### config.mk
export PLATFORM = sky130hd
export DESIGN_NAME = fdcr_regs
export DESIGN_NICKNAME = d
export VERILOG_FILES = /design/src/rtl/fdcr_pkg.sv /design/src/rtl/fdcr_edge_sync.sv /design/src/rtl/fdcr_regs.sv
export SDC_FILE = /design/constraint.sdc
export NUM_CORES = 1
export LEC_CHECK = 0
export ABC_AREA = 1
export ABC_CLOCK_PERIOD_IN_PS = 1500
export BUFFER_PORTS_ARGS = -buffer_cell sky130_fd_sc_hd__buf_2
export CELL_PAD_IN_SITES_DETAIL_PLACEMENT = 1
export CELL_PAD_IN_SITES_GLOBAL_PLACEMENT = 2
export CORE_MARGIN = 8
export CORE_UTILIZATION = 31
export DETAILED_ROUTE_END_ITERATION = 6
export PLACE_DENSITY = 0.81
export SLEW_MARGIN = 10
export SYNTH_ARGS = -nofsm -noshare
export SYNTH_HDL_FRONTEND = slang
export SYNTH_SLANG_ARGS = --single-unit
### constraint.sdc
create_clock -name clk_i -period 1.5 [get_ports clk_i]
set_input_delay 0.075 -clock clk_i [delete_from_list [all_inputs] [get_ports clk_i]]
set_output_delay 0.075 -clock clk_i [all_outputs]
set_load 0.005 [all_outputs]
### src/rtl/fdcr_pkg.sv
// Package for the floppy drive control register bank.
package fdcr_pkg;

  // ==========================================================================
  // Register map (byte-wide I/O ports, primary addresses)
  // ==========================================================================
  localparam logic [9:0] STATUS_B_ADDR   = 10'h3f1;
  localparam logic [9:0] DRV_CTRL_ADDR   = 10'h3f2;
  localparam logic [9:0] TAPE_SEL_ADDR   = 10'h3f3;
  localparam logic [9:0] DIG_INPUT_ADDR  = 10'h3f7;

  // ==========================================================================
  // Field positions of the drive control register
  // ==========================================================================
  localparam int unsigned DC_SEL_LSB   = 0;
  localparam int unsigned DC_RESET_BIT = 2;
  localparam int unsigned DC_DMA_BIT   = 3;
  localparam int unsigned DC_MOTOR_LSB = 4;

  // ==========================================================================
  // Field positions of status B
  // ==========================================================================
  localparam int unsigned SB_WRITE_ENABLE_TO_DRIVE_BIT  = 2;
  localparam int unsigned SB_RTOG_BIT   = 3;
  localparam int unsigned SB_WTOG_BIT   = 4;
  localparam int unsigned SB_SEL0_BIT   = 5;
  localparam int unsigned TAPE_SEL_BITS = 2;

  // ==========================================================================
  // Values after reset
  // ==========================================================================
  localparam logic [7:0] DRV_CTRL_RST    = 8'h00;
  localparam logic [1:0] TAPE_SEL_RST    = 2'h0;
  localparam logic [1:0] SB_RSVD_ONES    = 2'h3;
  localparam logic [3:0] SEL_N_IDLE      = 4'hf;
  localparam logic [3:0] MOTOR_N_IDLE    = 4'hf;
  localparam logic [7:0] TAPE_RD_OE      = 8'h03;

  // ==========================================================================
  // Timing
  // ==========================================================================
  localparam int unsigned CLK_PERIOD_NS  = 10;
  localparam int unsigned SRST_MIN_NS    = 100;
  localparam int unsigned SRST_CYC_INT   =
    (SRST_MIN_NS + CLK_PERIOD_NS - 1) / CLK_PERIOD_NS;
  localparam logic [3:0]  SRST_CYC       = SRST_CYC_INT[3:0];

  // ==========================================================================
  // Types
  // ==========================================================================
  typedef enum logic [1:0] {
    NATIVE_STATUS_MODE,
    COMPACT_STATUS_MODE,
    PLAIN_MODE
  } fdcr_mode_t;

  typedef struct packed {
    logic [9:0] addr;
    logic [7:0] wdata;
    logic       rd;
    logic       wr;
  } fdcr_bus_req_t;

  typedef struct packed {
    logic [3:0] drive_select_n;
    logic [3:0] motor_on_n;
  } fdcr_drive_pins_t;

endpackage

### src/rtl/fdcr_edge_sync.sv
// Optional two-stage synchroniser with rise detection for one signal.
`timescale 1ns/1ps
`default_nettype none
module fdcr_edge_sync #(
  parameter bit SYNC = 1'b1
) (
  input  wire logic clk_i,
  input  wire logic rstn_i,
  input  wire logic sig_i,
  output var  logic level_o,
  output var  logic rise_o
);

  // ==========================================================================
  // Stages
  // ==========================================================================
  logic meta;
  logic stable;
  logic prev;

  // First stage feeds only the second, so metastability never spreads.
  always_ff @(posedge clk_i or negedge rstn_i) begin
    if (!rstn_i) begin
      meta   <= 1'b1;
      stable <= 1'b1;
    end else begin
      meta   <= sig_i;
      stable <= meta;
    end
  end

  // Same-clock signals skip the synchroniser to save two cycles of lag.
  always_comb begin
    level_o = SYNC ? stable : sig_i;
  end

  // Previous level for edge detection.
  always_ff @(posedge clk_i or negedge rstn_i) begin
    if (!rstn_i) begin
      prev <= 1'b1;
    end else begin
      prev <= level_o;
    end
  end

  // A rise is a low-to-high change of the qualified level.
  always_comb begin
    rise_o = level_o & ~prev;
  end

endmodule
`default_nettype wire

### src/rtl/fdcr_regs.sv
// Drive control, tape select and status B registers of a floppy controller.
//
// Functional notes
// - native status bits 1:0 show motors 1:0
// - native status bit 2 shows write enable
// - native bit 3 toggles on read-pulse rise
// - native bit 4 toggles on write-pulse rise
// - native bit 5 mirrors drive control bit 0
// - native bits 7:6 always read one
// - compact mode reports selects and second drive
// - compact bit 2 latches write enable rise
// - compact bit 3 latches read-pulse rise
// - compact bit 4 latches write-pulse rise
// - drive control always writable, kept on soft reset
// - bits 1:0 pick at most one drive
// - bit 2 low holds controller in reset
// - soft reset stretched to at least 100ns
// - bit 3 gates DMA pins outside native
// - native mode keeps DMA pins always enabled
// - bits 7:4 drive active-low motor outputs
// - normal decode needs matching motor bit set
// - swapped decode exchanges drives 0 and 1
// - tape select stored only, upper bits float
// - two tape bits encode tape drive
// - plain mode status B read floats bus
// - digital input read clears compact latches
`timescale 1ns/1ps
`default_nettype none
module fdcr_regs (
  input  wire logic                      clk_i,
  input  wire logic                      rstn_i,
  input  wire fdcr_pkg::fdcr_bus_req_t   bus_i,
  input  wire fdcr_pkg::fdcr_mode_t      status_mode_i,
  input  wire logic                      swap_drives_i,
  input  wire logic                      write_enable_to_drive_i,
  input  wire logic                      write_pulse_n_i,
  input  wire logic                      read_pulse_n_i,
  input  wire logic                      second_drive_present_n_i,
  output var  logic [7:0]                rdata_o,
  output var  logic [7:0]                rdata_oe_o,
  output var  fdcr_pkg::fdcr_drive_pins_t drive_pins_o,
  output var  logic                      soft_reset_n_o,
  output var  logic                      dma_pins_en_o,
  output var  logic [1:0]                tape_select_o
);
  import fdcr_pkg::*;

  // ==========================================================================
  // Storage
  // ==========================================================================
  logic [7:0]       drive_output_control;
  logic [1:0]       tape_select_reg;
  logic [3:0]       srst_cnt;
  logic             rtog;
  logic             wtog;
  logic             write_enable_to_drive_ff;
  logic             rdata_ff;
  logic             wdata_ff;
  fdcr_drive_pins_t next_pins;
  logic [7:0]       status_b;
  logic             rd_rise;
  logic             wp_rise;
  logic             we_rise;
  logic             drv2_n;
  logic             wr_dc;
  logic             wr_tape;
  logic             rd_dir;

  // ==========================================================================
  // Pin conditioning
  // ==========================================================================
  // The read pulse comes from the drive and must be synchronised first.
  fdcr_edge_sync #(.SYNC(1'b1)) u_read_pulse (
    .clk_i   (clk_i),
    .rstn_i  (rstn_i),
    .sig_i   (read_pulse_n_i),
    .level_o (),
    .rise_o  (rd_rise)
  );

  // The drive-present strap is a slow pin level.
  fdcr_edge_sync #(.SYNC(1'b1)) u_drive_present (
    .clk_i   (clk_i),
    .rstn_i  (rstn_i),
    .sig_i   (second_drive_present_n_i),
    .level_o (drv2_n),
    .rise_o  ()
  );

  // Write pulse is produced by the controller core on this clock.
  fdcr_edge_sync #(.SYNC(1'b0)) u_write_pulse (
    .clk_i   (clk_i),
    .rstn_i  (rstn_i),
    .sig_i   (write_pulse_n_i),
    .level_o (),
    .rise_o  (wp_rise)
  );

  // Write enable is same-clock and active high; its active edge is a rise.
  // The previous level resets to the idle low, so reset makes no edge.
  logic we_prev;
  always_ff @(posedge clk_i or negedge rstn_i) begin
    if (!rstn_i) begin
      we_prev <= 1'b0;
    end else begin
      we_prev <= write_enable_to_drive_i;
    end
  end
  assign we_rise = write_enable_to_drive_i & ~we_prev;

  // ==========================================================================
  // Address decode
  // ==========================================================================
  assign wr_dc   = bus_i.wr && (bus_i.addr == DRV_CTRL_ADDR);
  assign wr_tape = bus_i.wr && (bus_i.addr == TAPE_SEL_ADDR);
  assign rd_dir  = bus_i.rd && (bus_i.addr == DIG_INPUT_ADDR);

  // ==========================================================================
  // Drive control register
  // ==========================================================================
  // writable any time
  // Only the hardware reset clears it; the soft reset never touches it.
  always_ff @(posedge clk_i or negedge rstn_i) begin
    if (!rstn_i) begin
      drive_output_control <= DRV_CTRL_RST;
    end else if (wr_dc) begin
      drive_output_control <= bus_i.wdata;
    end
  end

  // stretch to minimum
  // Back-to-back clear/set writes last one cycle, far below the minimum,
  // so the released edge is delayed by a counter.
  always_ff @(posedge clk_i or negedge rstn_i) begin
    if (!rstn_i) begin
      srst_cnt       <= SRST_CYC;
      soft_reset_n_o <= 1'b0;
    end else begin
      if (!drive_output_control[DC_RESET_BIT]) begin
        srst_cnt <= SRST_CYC;
      end else if (srst_cnt != 4'h0) begin
        srst_cnt <= srst_cnt - 4'h1;
      end
      soft_reset_n_o <= drive_output_control[DC_RESET_BIT] &&
                        (srst_cnt == 4'h0);
    end
  end

  always_ff @(posedge clk_i or negedge rstn_i) begin
    if (!rstn_i) begin
      dma_pins_en_o <= 1'b0;
    end else begin
      dma_pins_en_o <= (status_mode_i == NATIVE_STATUS_MODE) ||
                       drive_output_control[DC_DMA_BIT];
    end
  end

  // ==========================================================================
  // Drive decode
  // ==========================================================================
  // one-hot select decode
  function automatic fdcr_drive_pins_t decode(input logic [7:0] dc,
                                              input logic       swap);
    logic [3:0] mot;
    logic [1:0] code;
    mot  = dc[DC_MOTOR_LSB +: 4];
    code = dc[DC_SEL_LSB +: 2];
    if (swap) begin
      mot  = {mot[3:2], mot[0], mot[1]};
      code = (code[1] == 1'b0) ? {1'b0, ~code[0]} : code;
    end
    decode.motor_on_n     = ~mot;
    decode.drive_select_n = SEL_N_IDLE;
    if (mot[code]) begin
      decode.drive_select_n[code] = 1'b0;
    end
  endfunction

  assign next_pins = decode(drive_output_control, swap_drives_i);

  always_ff @(posedge clk_i or negedge rstn_i) begin
    if (!rstn_i) begin
      drive_pins_o <= '{drive_select_n: SEL_N_IDLE, motor_on_n: MOTOR_N_IDLE};
    end else begin
      drive_pins_o <= next_pins;
    end
  end

  // ==========================================================================
  // Tape select register
  // ==========================================================================
  // stored for readback
  always_ff @(posedge clk_i or negedge rstn_i) begin
    if (!rstn_i) begin
      tape_select_reg <= TAPE_SEL_RST;
    end else if (wr_tape) begin
      tape_select_reg <= bus_i.wdata[TAPE_SEL_BITS-1:0];
    end
  end
  assign tape_select_o = tape_select_reg;

  // ==========================================================================
  // Status B flags
  // ==========================================================================
  // read and write toggles
  always_ff @(posedge clk_i or negedge rstn_i) begin
    if (!rstn_i) begin
      rtog <= 1'b0;
      wtog <= 1'b0;
    end else begin
      rtog <= rtog ^ rd_rise;
      wtog <= wtog ^ wp_rise;
    end
  end

  // latch write enable, read pulse and write pulse rises
  // A new edge in the cycle of the clearing read wins over the clear.
  always_ff @(posedge clk_i or negedge rstn_i) begin
    if (!rstn_i) begin
      write_enable_to_drive_ff <= 1'b0;
      rdata_ff <= 1'b0;
      wdata_ff <= 1'b0;
    end else begin
      write_enable_to_drive_ff <= we_rise | (write_enable_to_drive_ff & ~rd_dir);
      rdata_ff <= rd_rise | (rdata_ff & ~rd_dir);
      wdata_ff <= wp_rise | (wdata_ff & ~rd_dir);
    end
  end

  // Status B content by mode.
  always_comb begin
    if (status_mode_i == COMPACT_STATUS_MODE) begin
      status_b = {drv2_n, drive_pins_o.drive_select_n[1:0],
                  wdata_ff, rdata_ff, write_enable_to_drive_ff,
                  drive_pins_o.drive_select_n[3:2]};
    end else begin
      status_b = {SB_RSVD_ONES, drive_output_control[DC_SEL_LSB],
                  wtog, rtog, write_enable_to_drive_i,
                  ~drive_pins_o.motor_on_n[1:0]};
    end
  end

  // ==========================================================================
  // Read port
  // ==========================================================================
  // Read data answers one cycle after the strobe and stands one cycle.
  // Unmapped addresses and the digital input port leave the bus floating.
  always_ff @(posedge clk_i or negedge rstn_i) begin
    if (!rstn_i) begin
      rdata_o    <= 8'h00;
      rdata_oe_o <= 8'h00;
    end else begin
      rdata_o    <= 8'h00;
      rdata_oe_o <= 8'h00;
      if (bus_i.rd) begin
        case (bus_i.addr)
          STATUS_B_ADDR: begin
            if (status_mode_i != PLAIN_MODE) begin
              rdata_o    <= status_b;
              rdata_oe_o <= 8'hff;
            end
          end
          DRV_CTRL_ADDR: begin
            rdata_o    <= drive_output_control;
            rdata_oe_o <= 8'hff;
          end
          TAPE_SEL_ADDR: begin
            rdata_o    <= {6'h00, tape_select_reg};
            rdata_oe_o <= TAPE_RD_OE;
          end
          default: ;
        endcase
      end
    end
  end
endmodule
`default_nettype wire

# After elaboration in Yosys (flattened, before gate mapping)
# Index checks and enable logic that the tools add are counted.
# word_totals
regBits	52
inputBits	29
out_inout_bits	28
word_cells	76
# op_classes
add_sub_neg	1
order_cmp	2
eq_ne	7
muxes	17
n_bitwise	19
reduce_logical	9
# op_table
cell	count
$pmux W8 S3	2
$eq A10 B10 Y1 const B	4
$mux W8	5
$mux W4	3
$not A4 Y4	2
$and A1 B1 Y1	6
$mux W2	3
$logic_and A1 B1 Y1	5
$not A1 Y1	5
$logic_not A4 Y1	1
$reduce_bool A4 Y1	1
$sub A4 B1 Y4 const B	1
$lt A2 B3 Y1 const B	1
$or A1 B1 Y1	3
$bmux W1 S2	1
$demux W1 S2	1
$eq A2 B1 Y1 const B	1
$ge A2 B1 Y1 const B	1
$logic_not A2 Y1	1
$mux W1	2
$ne A2 B1 Y1 const B	1
$ne A2 B2 Y1 const B	1
$not A2 Y2	1
$xor A1 B1 Y1	2
$logic_or A1 B1 Y1	1

# Logic depth before layout (Yosys ltp)
# Gate-level depths: netlist of the first run.
# logic_depth
ltp_word	9
ltp_mapped	8
depth_no_buf	8

# By module
# A second synthesis of the first run with hierarchy kept.
# unflattened
cells_unflattened	220
hier_area_um2	2117.0
# modules_own_cells
module	n_inst	cells_each	area_per_inst_um2	seq_area_each_um2
fdcr_regs	1	206	1895.6	1013.5
fdcr_edge_sync (u_drive_present ...)	2	5	88.8	78.8
fdcr_edge_sync (u_write_pulse)	1	4	43.8	26.3

# Least setup slack after synthesis of the first run
# OpenSTA, ideal clock, no wires.
# synth_timing
kind	register -> register
start	register srst_cnt[1]
end	register srst_cnt[0]
setup_time_ns	0.127
t_arrival_ns	1.063
required_ns	1.373
slack_ns	0.310
stages_incl_launch_ff	7
path_buffers	0
synth_period_minus_slack_ns	1.190
path_cell_list	dfstp_2 -> inv_1 -> ha_1 -> nand2_1 -> nor2_1 -> a21oi_1 -> a21oi_1
# synth_between
elab_chain_len	2
# synth_rtl
item	line_no	rtl
start: declaration	fdcr_regs.sv:53	logic [3:0] srst_cnt;
start signal: assignment	fdcr_regs.sv:142	srst_cnt <= srst_cnt - 4'h1;
$reduce_bool A4 Y1	fdcr_regs.sv:141	end else if (srst_cnt != 4'h0) begin
$ne A2 B1 Y1 (no source line)	n/a	
# Every way passes these cells.
# A chain may end at the register's enable or synchronous reset.

# Final worst setup path of the first run
# layout_timing
start	input status_mode_i[0]
end	register rdata_o[0]
# layout_between
elab_chain_len	5
elab_cells_between_ends	6
cone_classes	eq/ne (2); mux (4)
# layout_rtl
item	line_no	rtl
start: declaration	fdcr_regs.sv:33	input wire fdcr_pkg::fdcr_mode_t status_mode_i,
$eq A2 B1 Y1	fdcr_regs.sv:232	if (status_mode_i == COMPACT_STATUS_MODE) begin
$mux W8	fdcr_regs.sv:232	
$mux W8 (*)	fdcr_regs.sv:258	if (status_mode_i != PLAIN_MODE) begin
$pmux W8 S3 (*)	fdcr_regs.sv:256	case (bus_i.addr)
$mux W8 (*)	fdcr_regs.sv:255	if (bus_i.rd) begin
end signal: assignment	fdcr_regs.sv:259	rdata_o <= status_b;
end signal: assignment	fdcr_regs.sv:264	rdata_o <= drive_output_control;
end signal: assignment	fdcr_regs.sv:268	rdata_o <= {6'h00, tape_select_reg};
end: declaration	fdcr_regs.sv:39	output var logic [7:0] rdata_o,
# Mark *: on every way between the ends. The rest lies on a longest branch, timed or not.

==> results_dict.tcl, run 1 <==
set metrics [dict create \
    status "complete, no violations" \
    drive_gt1_share_pct 35.4 \
    rows 30 \
    critPathSlowestCell "dlygate4sd3_1" \
    synth_edf_count 0 \
    clock_latency_ps 300 \
    power.density_nw_per_um2 942 \
    finalClockSkew_ps 7.27 \
    clock.fmax_mhz 763 \
    cts_tree "yes" \
    syn_inst 230 \
    diodes 0 \
    startpoint_type "input pin" \
    place_inst 360 \
    hold_class "input pin to flip-flop" \
    nets 323 \
    firstDrtPassIters 4 \
    ir_drop_mv 0.342 \
    dr_total_vias 1728 \
    root_buffer "clkbuf_8" \
    crit_required_ps 1670 \
    maxCapViolCount 0 \
    worstSetupEndpointType "flip-flop" \
    antenna_found_initial 0 \
    fin_crit_sh_pct 87.4 \
    postCtsSetupBuffers 0 \
    synthDistinctLibCells 27 \
    yosys_warnings 0 \
    slew_headroom_pct 63.0 \
    synth.yosys.seq_area_share_pct 55.3 \
    htree_levels 2 \
    drc 0 \
    min_period_ps 1310 \
    grt_pass1_wl_microns 9380 \
    clk_path_buf_depth 2 \
    area_growth_pct 24.1 \
    grt_usage_pct 11.9 \
    ys.flop_type "dfrtp_1" \
    tns_ps 0 \
    clkTransAtPathRegs_ps 80 \
    grt_pass1_vias 1924 \
    synth_nets 260 \
    ys_ff_latch 46 \
    die_h_microns 98.6 \
    crit_arrival_ps 1480 \
    fin_cells 374 \
    fp.coreArea_sq_um 6720 \
    rsz0062_at_grt "false" \
    hpwl_microns 4310 \
    max_slew.worst_pin.slew_ps 555 \
    syn_area_sq_um 2120 \
    grt_max_degree 26 \
    crit_chain "dlygate4sd3_1 -> buf_2 -> nand2_1 -> o21ai_0 -> nor2_1 -> nor2_1 -> nor2_1" \
    setup_viol 0 \
    dieWidth_microns 98.6 \
    slew_viol_final 0 \
    drtIter0Drc 34 \
    synth.avg_cell_area_sq_um 9.20 \
    wire_per_inst_microns 14.3 \
    finalWeightedCongestion 0.764 \
    async_reset_ff_share_pct 100 \
    start_util_pct 31.5 \
    critical_path.max_fanout 7 \
    grt.overflow.total 0 \
    hold_violations 0 \
    hold_slack_ps 10.9 \
    final_antenna_net_count 0 \
    cts_buffers 5 \
    numPortBuffers 56 \
    critPathKind "input pin to flip-flop" \
    wl_microns 5340 \
    vias_per_cell 4.62 \
    crit_path_frequent_cell "nor2_1" \
    die-area_sq_um 9730 \
    clock_sinks 46 \
    slowest_delay_ps 530 \
    io_pins 57 \
    p_leak_nw 1.30 \
]
==> worst paths after layout <==
check	from	to	slack, ps	cells after the start
worst min-delay path	bus_i[4]	drive_output_control[2]$_DFFE_PN0P_	10	3
max in group asynchronous	rstn_i	u_read_pulse.level_o$_DFF_PN1_	600	3
min in group asynchronous	rstn_i	wtog$_DFF_PN0_	290	2
worst max-delay path	status_mode_i[0]	rdata_o[0]$_DFF_PN0_	190	7
worst min register to register	u_read_pulse.meta$_DFF_PN1_	u_read_pulse.level_o$_DFF_PN1_	360	0
worst max register to register	srst_cnt[0]$_DFFE_PN0N_	srst_cnt[0]$_DFFE_PN0N_	190	6
==> per-layer routing <==
metal  part of all wire (%)  GRT usage, %
met4                   0.90          3.19
met2                     51          20.4
met3                    5.9          4.02
met5                      0             0
met1                     42          13.9
==> report_power, final <==
group          internal, mW  switching, mW  total (mW)
registers              1.30         0.0188        1.32
logic                0.0965          0.154       0.251
clock network         0.499          0.407       0.906
==> repair_timing <==
item                       CTS  global route
setup endpoints to repair    0             6
resized for setup            0             3
hold endpoints to repair    23             0
hold buffers                 6             0
==> synthesized netlist by cell type, drive strengths merged, types with 2 or more instances <==
cell	number	area [sq um]
nand3	14	82.6
nor2	26	123
nand4	11	68.8
dfstp	16	420
or2	2	12.5
a31oi	2	12.5
inv	32	120
o21ai	18	120
xor2	2	17.5
nor3	3	15.0
dfrtp	30	751
nand2	52	200
a21oi	9	48.8
buf	8	67.6
==> worst max-delay path, delay by kind of cell <==
family | cells | cell delay [ps]
simple gates | 4 | 390
compound gates | 1 | 370
buf+inv | 2 | 650
==> through the flow <==
stage / instance area (sq um) / setup slack [ps] / utilization, % / total power, mW
6_report: 2630 / 189 / 39.1 / 2.48
4_1_cts: 2620 / 116 / 39.1 / 2.52
3_5_place_dp: 2460 / 149 / 36.6 / 1.59
2_1_floorplan: 2120 / 310 / - / 1.46
3_3_place_gp: 2460 / 207 / 36.6 / 1.58
5_1_grt: 2630 / 4.14 / 39.1 / 2.61
==> area by class of cell <==
type	count	area, sq um
repair buffers	64	368
fillers	825	4090
flip-flops and latches	46	1170
well taps	80	100
clock inverters	1	30.0
clock buffers	7	76.3
inverters	32	120
multi-input cells	144	761
==> kinds of logic (layout without fill, tap and decap cells) <==
family | count (synthesis) | after routing | share of synthesized area [%]
adder cells (fa/ha/maj) | 1 | 1 | 0.591
flip-flops | 46 | 46 | 55.3
buffers and inverters | 40 | 104 | 8.86
AND/OR/NAND/NOR | 109 | 109 | 24.1
XOR/XNOR | 3 | 3 | 1.24
AO/OA/AOI/OAI | 31 | 31 | 9.93
==> layout by cell type, fill, tap and decap left out, drive strengths merged, types with 2 or more instances in the layout <==
cell | synthesis | final
a21oi | 9 | 9
a31oi | 2 | 2
nor3 | 3 | 3
buf | 8 | 58
dfstp | 16 | 16
or2 | 2 | 2
clkbuf | 0 | 7
nand3 | 14 | 14
xor2 | 2 | 2
dlygate4sd3 | 0 | 6
nand4 | 11 | 11
dfrtp | 30 | 30
inv | 32 | 32
nand2 | 52 | 52
nor2 | 26 | 26
o21ai | 18 | 18
==> registers in the layout, summed over array words and instances, names as in the netlist, 2 cells and up <==
signal	cells
rdata_oe_o	2
rdata_o	8
tape_select_o	2
srst_cnt	4
drive_pins_o	8
drive_output_control	8
No activity file was read; power rests on OpenSTA's default activity.
==> run 2: changes to the inputs <==
--- a/config.mk
+++ b/config.mk
@@ -13,7 +13,7 @@
 export CORE_MARGIN = 8
 export CORE_UTILIZATION = 31
 export DETAILED_ROUTE_END_ITERATION = 6
-export PLACE_DENSITY = 0.81
+export PLACE_DENSITY = 0.85
 export SLEW_MARGIN = 10
 export SYNTH_ARGS = -nofsm -noshare
 export SYNTH_HDL_FRONTEND = slang
==> run 2 against run 1 <==
Clock skew decreased by 3.4 ps. Non-clock buffer count unchanged. Fmax increased by 1.9%. Register-to-register slack improved by 20 ps. Flip-flop and latch count unchanged. Setup slack improved by 25 ps. Largest cell class unchanged. Hold slack improved by 8.0 ps. Routed wire length decreased by 2.1%. Largest power group unchanged. Sequential share of layout area increased by 0.26 points. Count of clock-buffer cells in the layout unchanged.
==> results_dict.tcl, run 2 (same netlist as run 1, synthesis figures left out) <==
set metrics [dict create \
    fin_cells 374 \
    htree_levels 2 \
    nets 323 \
    layout_common_cells "56 x buf_2, 50 x nand2_1, 30 x inv_1, 30 x dfrtp_1, 19 x nor2_1" \
    clock_sinks 46 \
    crit_chain "inv_1 -> ha_1 -> nand2_1 -> nor2_1 -> a21oi_1 -> a21oi_1" \
    status "complete, no violations" \
    die-area_sq_um 9730 \
    place_inst 360 \
    clock.fmax_mhz 777 \
    wire_per_inst_microns 14.0 \
    hold_slack_ps 18.9 \
    slew_headroom_pct 66.8 \
    grt_pass1_wl_microns 8760 \
    firstDrtPassIters 3 \
    fp.coreArea_sq_um 6720 \
    slowest_delay_ps 550 \
    hold_class "input pin to flip-flop" \
    slew_viol_final 0 \
    max_slew.worst_pin.slew_ps 498 \
    numPortBuffers 56 \
    drc 0 \
    critPathSlowestCell "dfstp_2" \
    tns_ps 0 \
    crit_family "flip-flops" \
    critPathKind "flip-flop to flip-flop" \
    min_period_ps 1290 \
    finalWeightedCongestion 0.757 \
    power_mw 2.33 \
    rows 30 \
    finalClockSkew_ps 3.87 \
    die_h_microns 98.6 \
    grt_pass1_vias 1812 \
    worstSetupEndpointType "flip-flop" \
    top_regs "drive_output_control x8, drive_pins_o x8, rdata_o x8" \
    crit_required_ps 1680 \
    final_antenna_net_count 0 \
    cts_buffers 5 \
    startpoint_type "flip-flop" \
    crit_path_frequent_cell "a21oi_1" \
    hold_violations 0 \
    diodes 0 \
    io_pins 57 \
    maxCapViolCount 0 \
    wl_microns 5230 \
    setup_viol 0 \
    layout_commonest_cell "buf_2" \
    p_leak_nw 1.29 \
    crit_arrival_ps 1460 \
    critical_path.max_fanout 4 \
    power.density_nw_per_um2 892 \
    hpwl_microns 4300 \
    drtIter0Drc 65 \
    clk_path_buf_depth 2 \
    postCtsSetupBuffers 0 \
    vias_per_cell 4.57 \
    grt_max_degree 27 \
    grt_usage_pct 11.1 \
    area_growth_pct 23.3 \
    clkTransAtPathRegs_ps 80 \
    rsz0062_at_grt "false" \
    start_util_pct 31.5 \
    dr_total_vias 1708 \
    grt.overflow.total 0 \
    worstPathBufferInverterCount 1 \
    clock_latency_ps 290 \
    fin_crit_sh_pct 85.7 \
    ir_drop_mv 0.350 \
    root_buffer "clkbuf_8" \
    cts_tree "yes" \
    antenna_found_initial 0 \
    dieWidth_microns 98.6 \
    drive_gt1_share_pct 35.7 \
]
==> run 2: worst paths after layout <==
check	from	endpoint	slack, ps	depth (start not counted)
worst min register to register	u_drive_present.meta$_DFF_PN1_	u_drive_present.level_o$_DFF_PN1_	350	0
worst max-delay path	srst_cnt[1]$_DFFE_PN1N_	srst_cnt[0]$_DFFE_PN0N_	210	6
worst max register to register	srst_cnt[1]$_DFFE_PN1N_	srst_cnt[0]$_DFFE_PN0N_	210	6
worst min-delay path	bus_i[4]	drive_output_control[2]$_DFFE_PN0P_	20	3
min in group asynchronous	rstn_i	rtog$_DFF_PN0_	280	2
max in group asynchronous	rstn_i	drive_pins_o[2]$_DFF_PN1_	640	3
==> run 2: metrics by stage <==
stage	area, sq um	util, %	setup WS, ps
5_1_grt	2610	38.9	63.7
3_3_place_gp	2460	36.6	275
4_1_cts	2610	38.8	136
6_report	2610	38.9	214
3_5_place_dp	2460	36.6	204
2_1_floorplan	2120	-	310
==> run 2: worst register-to-register path: stages (launching register included) <==
cell     delay [ps]
dfstp_2         550
inv_1            50
ha_1            200
nand2_1         120
nor2_1           80
a21oi_1         120
a21oi_1          50
==> run 2: final cells by class <==
type / count / area (sq um)
Fill cell: 818 / 4110
Sequential cell: 46 / 1170
Multi-Input combinational cell: 144 / 761
Timing Repair Buffer: 64 / 368
Inverter: 32 / 120
Tap cell: 80 / 100
Clock buffer: 7 / 86.3
Clock inverter: 1 / 5.00
==> run 2: power by group <==
part | switching (mW) | internal, mW
clock network | 0.392 | 0.372
registers | 0.0181 | 1.30
logic | 0.152 | 0.0964
total | 0.562 | 1.77
==> run 2: timing repair <==
| action | CTS | global route |
|---|---|---|
| hold endpoints to repair | 12 | 0 |
| setup endpoints to repair | 0 | 6 |
| resized for setup | 0 | 2 |
| hold buffers | 6 | 0 |
==> run 2: per-layer routing <==
layer  wire [microns]  vias up  GRT usage, %  part of all wire [%]
met2             2690       33          19.6                    51
met4               41        0          2.48                  0.78
li1                 -      859             -                     -
met1             2230      812          12.6                    43
met5                0        -             0                     0
met3              277        4          3.59                   5.3
==> run 3: changes to the inputs <==
--- a/config.mk
+++ b/config.mk
@@ -6,14 +6,14 @@
 export NUM_CORES = 1
 export LEC_CHECK = 0
 export ABC_AREA = 1
-export ABC_CLOCK_PERIOD_IN_PS = 1500
+export ABC_CLOCK_PERIOD_IN_PS = 1600
 export BUFFER_PORTS_ARGS = -buffer_cell sky130_fd_sc_hd__buf_2
 export CELL_PAD_IN_SITES_DETAIL_PLACEMENT = 1
 export CELL_PAD_IN_SITES_GLOBAL_PLACEMENT = 2
 export CORE_MARGIN = 8
-export CORE_UTILIZATION = 31
+export CORE_UTILIZATION = 33
 export DETAILED_ROUTE_END_ITERATION = 6
-export PLACE_DENSITY = 0.85
+export PLACE_DENSITY = 0.9
 export SLEW_MARGIN = 10
 export SYNTH_ARGS = -nofsm -noshare
 export SYNTH_HDL_FRONTEND = slang
==> constraint.sdc (replaced) <==
create_clock -name clk_i -period 1.6 [get_ports clk_i]
set_input_delay 0.08 -clock clk_i [delete_from_list [all_inputs] [get_ports clk_i]]
set_output_delay 0.08 -clock clk_i [all_outputs]
set_load 0.01 [all_outputs]
==> run 3 against run 2 <==
Count of clock-buffer cells in the layout stayed put. Critical path depth is 4 higher. Utilization is 2.4 points higher. Combinational power is 6% lower. Total power is 7.4% lower. Cell area is 0.72% lower. First-iteration DRC count is 31% lower. Hold slack worse by 13 ps. Routed wire length is 0.84% higher. Cell count is 0.53% lower. Critical path type is now input pin to flip-flop. Largest cell class unchanged. Highest routed layer unchanged.
==> results_dict.tcl, run 3 (same netlist as run 1, synthesis figures left out) <==
set metrics [dict create \
    slew_headroom_pct 68.2 \
    clkTransAtPathRegs_ps 80 \
    critical_path.max_fanout 7 \
    dieWidth_microns 96.1 \
    clock_sinks 46 \
    tns_ps 0 \
    wl_microns 5270 \
    cts_tree "yes" \
    hpwl_microns 4250 \
    register_area_sq_um 1170 \
    status "complete, no violations" \
    grt.overflow.total 0 \
    finalWeightedCongestion 0.748 \
    crit_arrival_ps 1580 \
    hold_violations 0 \
    drtIter0Drc 45 \
    worstSetupEndpointType "flip-flop" \
    fp.coreArea_sq_um 6280 \
    power_frac_clock_pct 31.9 \
    clock.fmax_mhz 737 \
    layout_common_cells "56 x buf_2, 50 x nand2_1, 31 x inv_1, 30 x dfrtp_1, 20 x nor2_1" \
    layout_commonest_cell "buf_2" \
    nets 324 \
    grt_pass1_wl_microns 8640 \
    ir_drop_mv 0.312 \
    p_sw_mw 0.542 \
    wire_per_inst_microns 14.2 \
    die_h_microns 96.1 \
    start_util_pct 33.7 \
    grt_max_degree 23 \
    fillers 774 \
    antenna_found_initial 0 \
    startpoint_type "input pin" \
    final_antenna_net_count 0 \
    area_growth_pct 22.5 \
    grt_usage_pct 12.2 \
    multi_input_area_sq_um 758 \
    grt_pass1_vias 1849 \
    top_regs "drive_output_control x8, drive_pins_o x8, rdata_o x8" \
    maxCapViolCount 0 \
    min_period_ps 1360 \
    cell_internal_pwr_mw 1.62 \
    drive_gt1_share_pct 34.9 \
    switching_share_pct 25.1 \
    clk_path_buf_depth 2 \
    numPortBuffers 56 \
    vias_per_cell 4.60 \
    seqPwrFrac_pct 57.3 \
    cts_buffers 5 \
    slew_viol_final 0 \
    max_slew.worst_pin.slew_ps 478 \
    p_leak_nw 1.28 \
    clock_latency_ps 300 \
    firstDrtPassIters 4 \
    finalClockSkew_ps 9.28 \
    htree_levels 2 \
    root_buffer "clkbuf_8" \
    rsz0062_at_grt "false" \
    drc 0 \
    dr_total_vias 1712 \
    hold_slack_ps 6.21 \
    crit_required_ps 1830 \
    critPathKind "input pin to flip-flop" \
    io_pins 57 \
    pwr-share-comb_pct 10.8 \
    power.density_nw_per_um2 832 \
    fin_crit_sh_pct 84.8 \
    postCtsSetupBuffers 0 \
    die-area_sq_um 9230 \
    hold_class "input pin to flip-flop" \
    diodes 0 \
    rows 29 \
    setup_viol 0 \
]
run 3: cell count changes in the layout (fill, tap and decap cells not counted), sizes merged:
cell      change
clkinvlp      +1
buf           +1
clkinv        -1
run 3: metrics by stage:
stage | setup slack [ps] | power (mW) | area, sq um | std cells | util [%]
floorplan | 410 | 1.37 | 2120 | 230 | -
global placement | 309 | 1.48 | 2450 | 358 | 39.0
detailed placement | 255 | 1.49 | 2450 | 358 | 39.0
CTS | 240 | 2.20 | 2590 | 372 | 41.3
global route | 59.1 | 2.27 | 2590 | 372 | 41.3
finish | 243 | 2.16 | 2590 | 372 | 41.3
run 3: worst paths after layout:
kind	slack [ps]	cells after the start	endpoint	start
max in group asynchronous	710	3	u_write_pulse.prev$_DFF_PN1_	rstn_i
min in group asynchronous	260	2	rtog$_DFF_PN0_	rstn_i
worst max register to register	270	8	drive_pins_o[4]$_DFF_PN1_	drive_output_control[1]$_DFFE_PN0P_
worst max-delay path	240	10	rdata_o[4]$_DFF_PN0_	status_mode_i[0]
worst min register to register	360	0	u_read_pulse.level_o$_DFF_PN1_	u_read_pulse.meta$_DFF_PN1_
worst min-delay path	6	3	drive_output_control[3]$_DFFE_PN0P_	bus_i[5]
run 3: power by group through the flow:
stage	logic [mW]	registers (mW)	clock network, mW
2_1_floorplan	0.114	1.26	0
6_report	0.234	1.24	0.688
5_1_grt	0.268	1.24	0.760
3_5_place_dp	0.229	1.26	0
3_3_place_gp	0.223	1.26	0
4_1_cts	0.241	1.24	0.720
run 3: what timing repair did:
| action | CTS | global route |
|---|---|---|
| endpoints found under the hold margin | 13 | 0 |
| resized for setup | 0 | 0 |
| hold buffers | 6 | 0 |
run 3: metal layers:
layer / wire length [microns] / vias up / global-route usage, %
met1: 2190 / 808 / 14.0
met4: 72 / 0 / 5.38
met5: 0 / - / 0
met2: 2590 / 37 / 20.7
li1: - / 858 / -
met3: 414 / 9 / 3.28
run 3: layout make-up:
cell class | count | area share, %
Sequential cell | 46 | 45.2
Multi-Input combinational cell | 144 | 29.2
Timing Repair Buffer | 65 | 14.0
Inverter | 32 | 4.63
Tap cell | 77 | 3.72
Clock buffer | 7 | 2.94
Clock inverter | 1 | 0.290
run 3: critical path, cell delays in order:
cell and delay, ps:
dlygate4sd3_1 520, buf_2 120, inv_1 50, nor2_1 300
nand2_1 80, o21ai_0 100, nand2_1 70, nor2_1 110
nor2_1 50, nor2_1 100
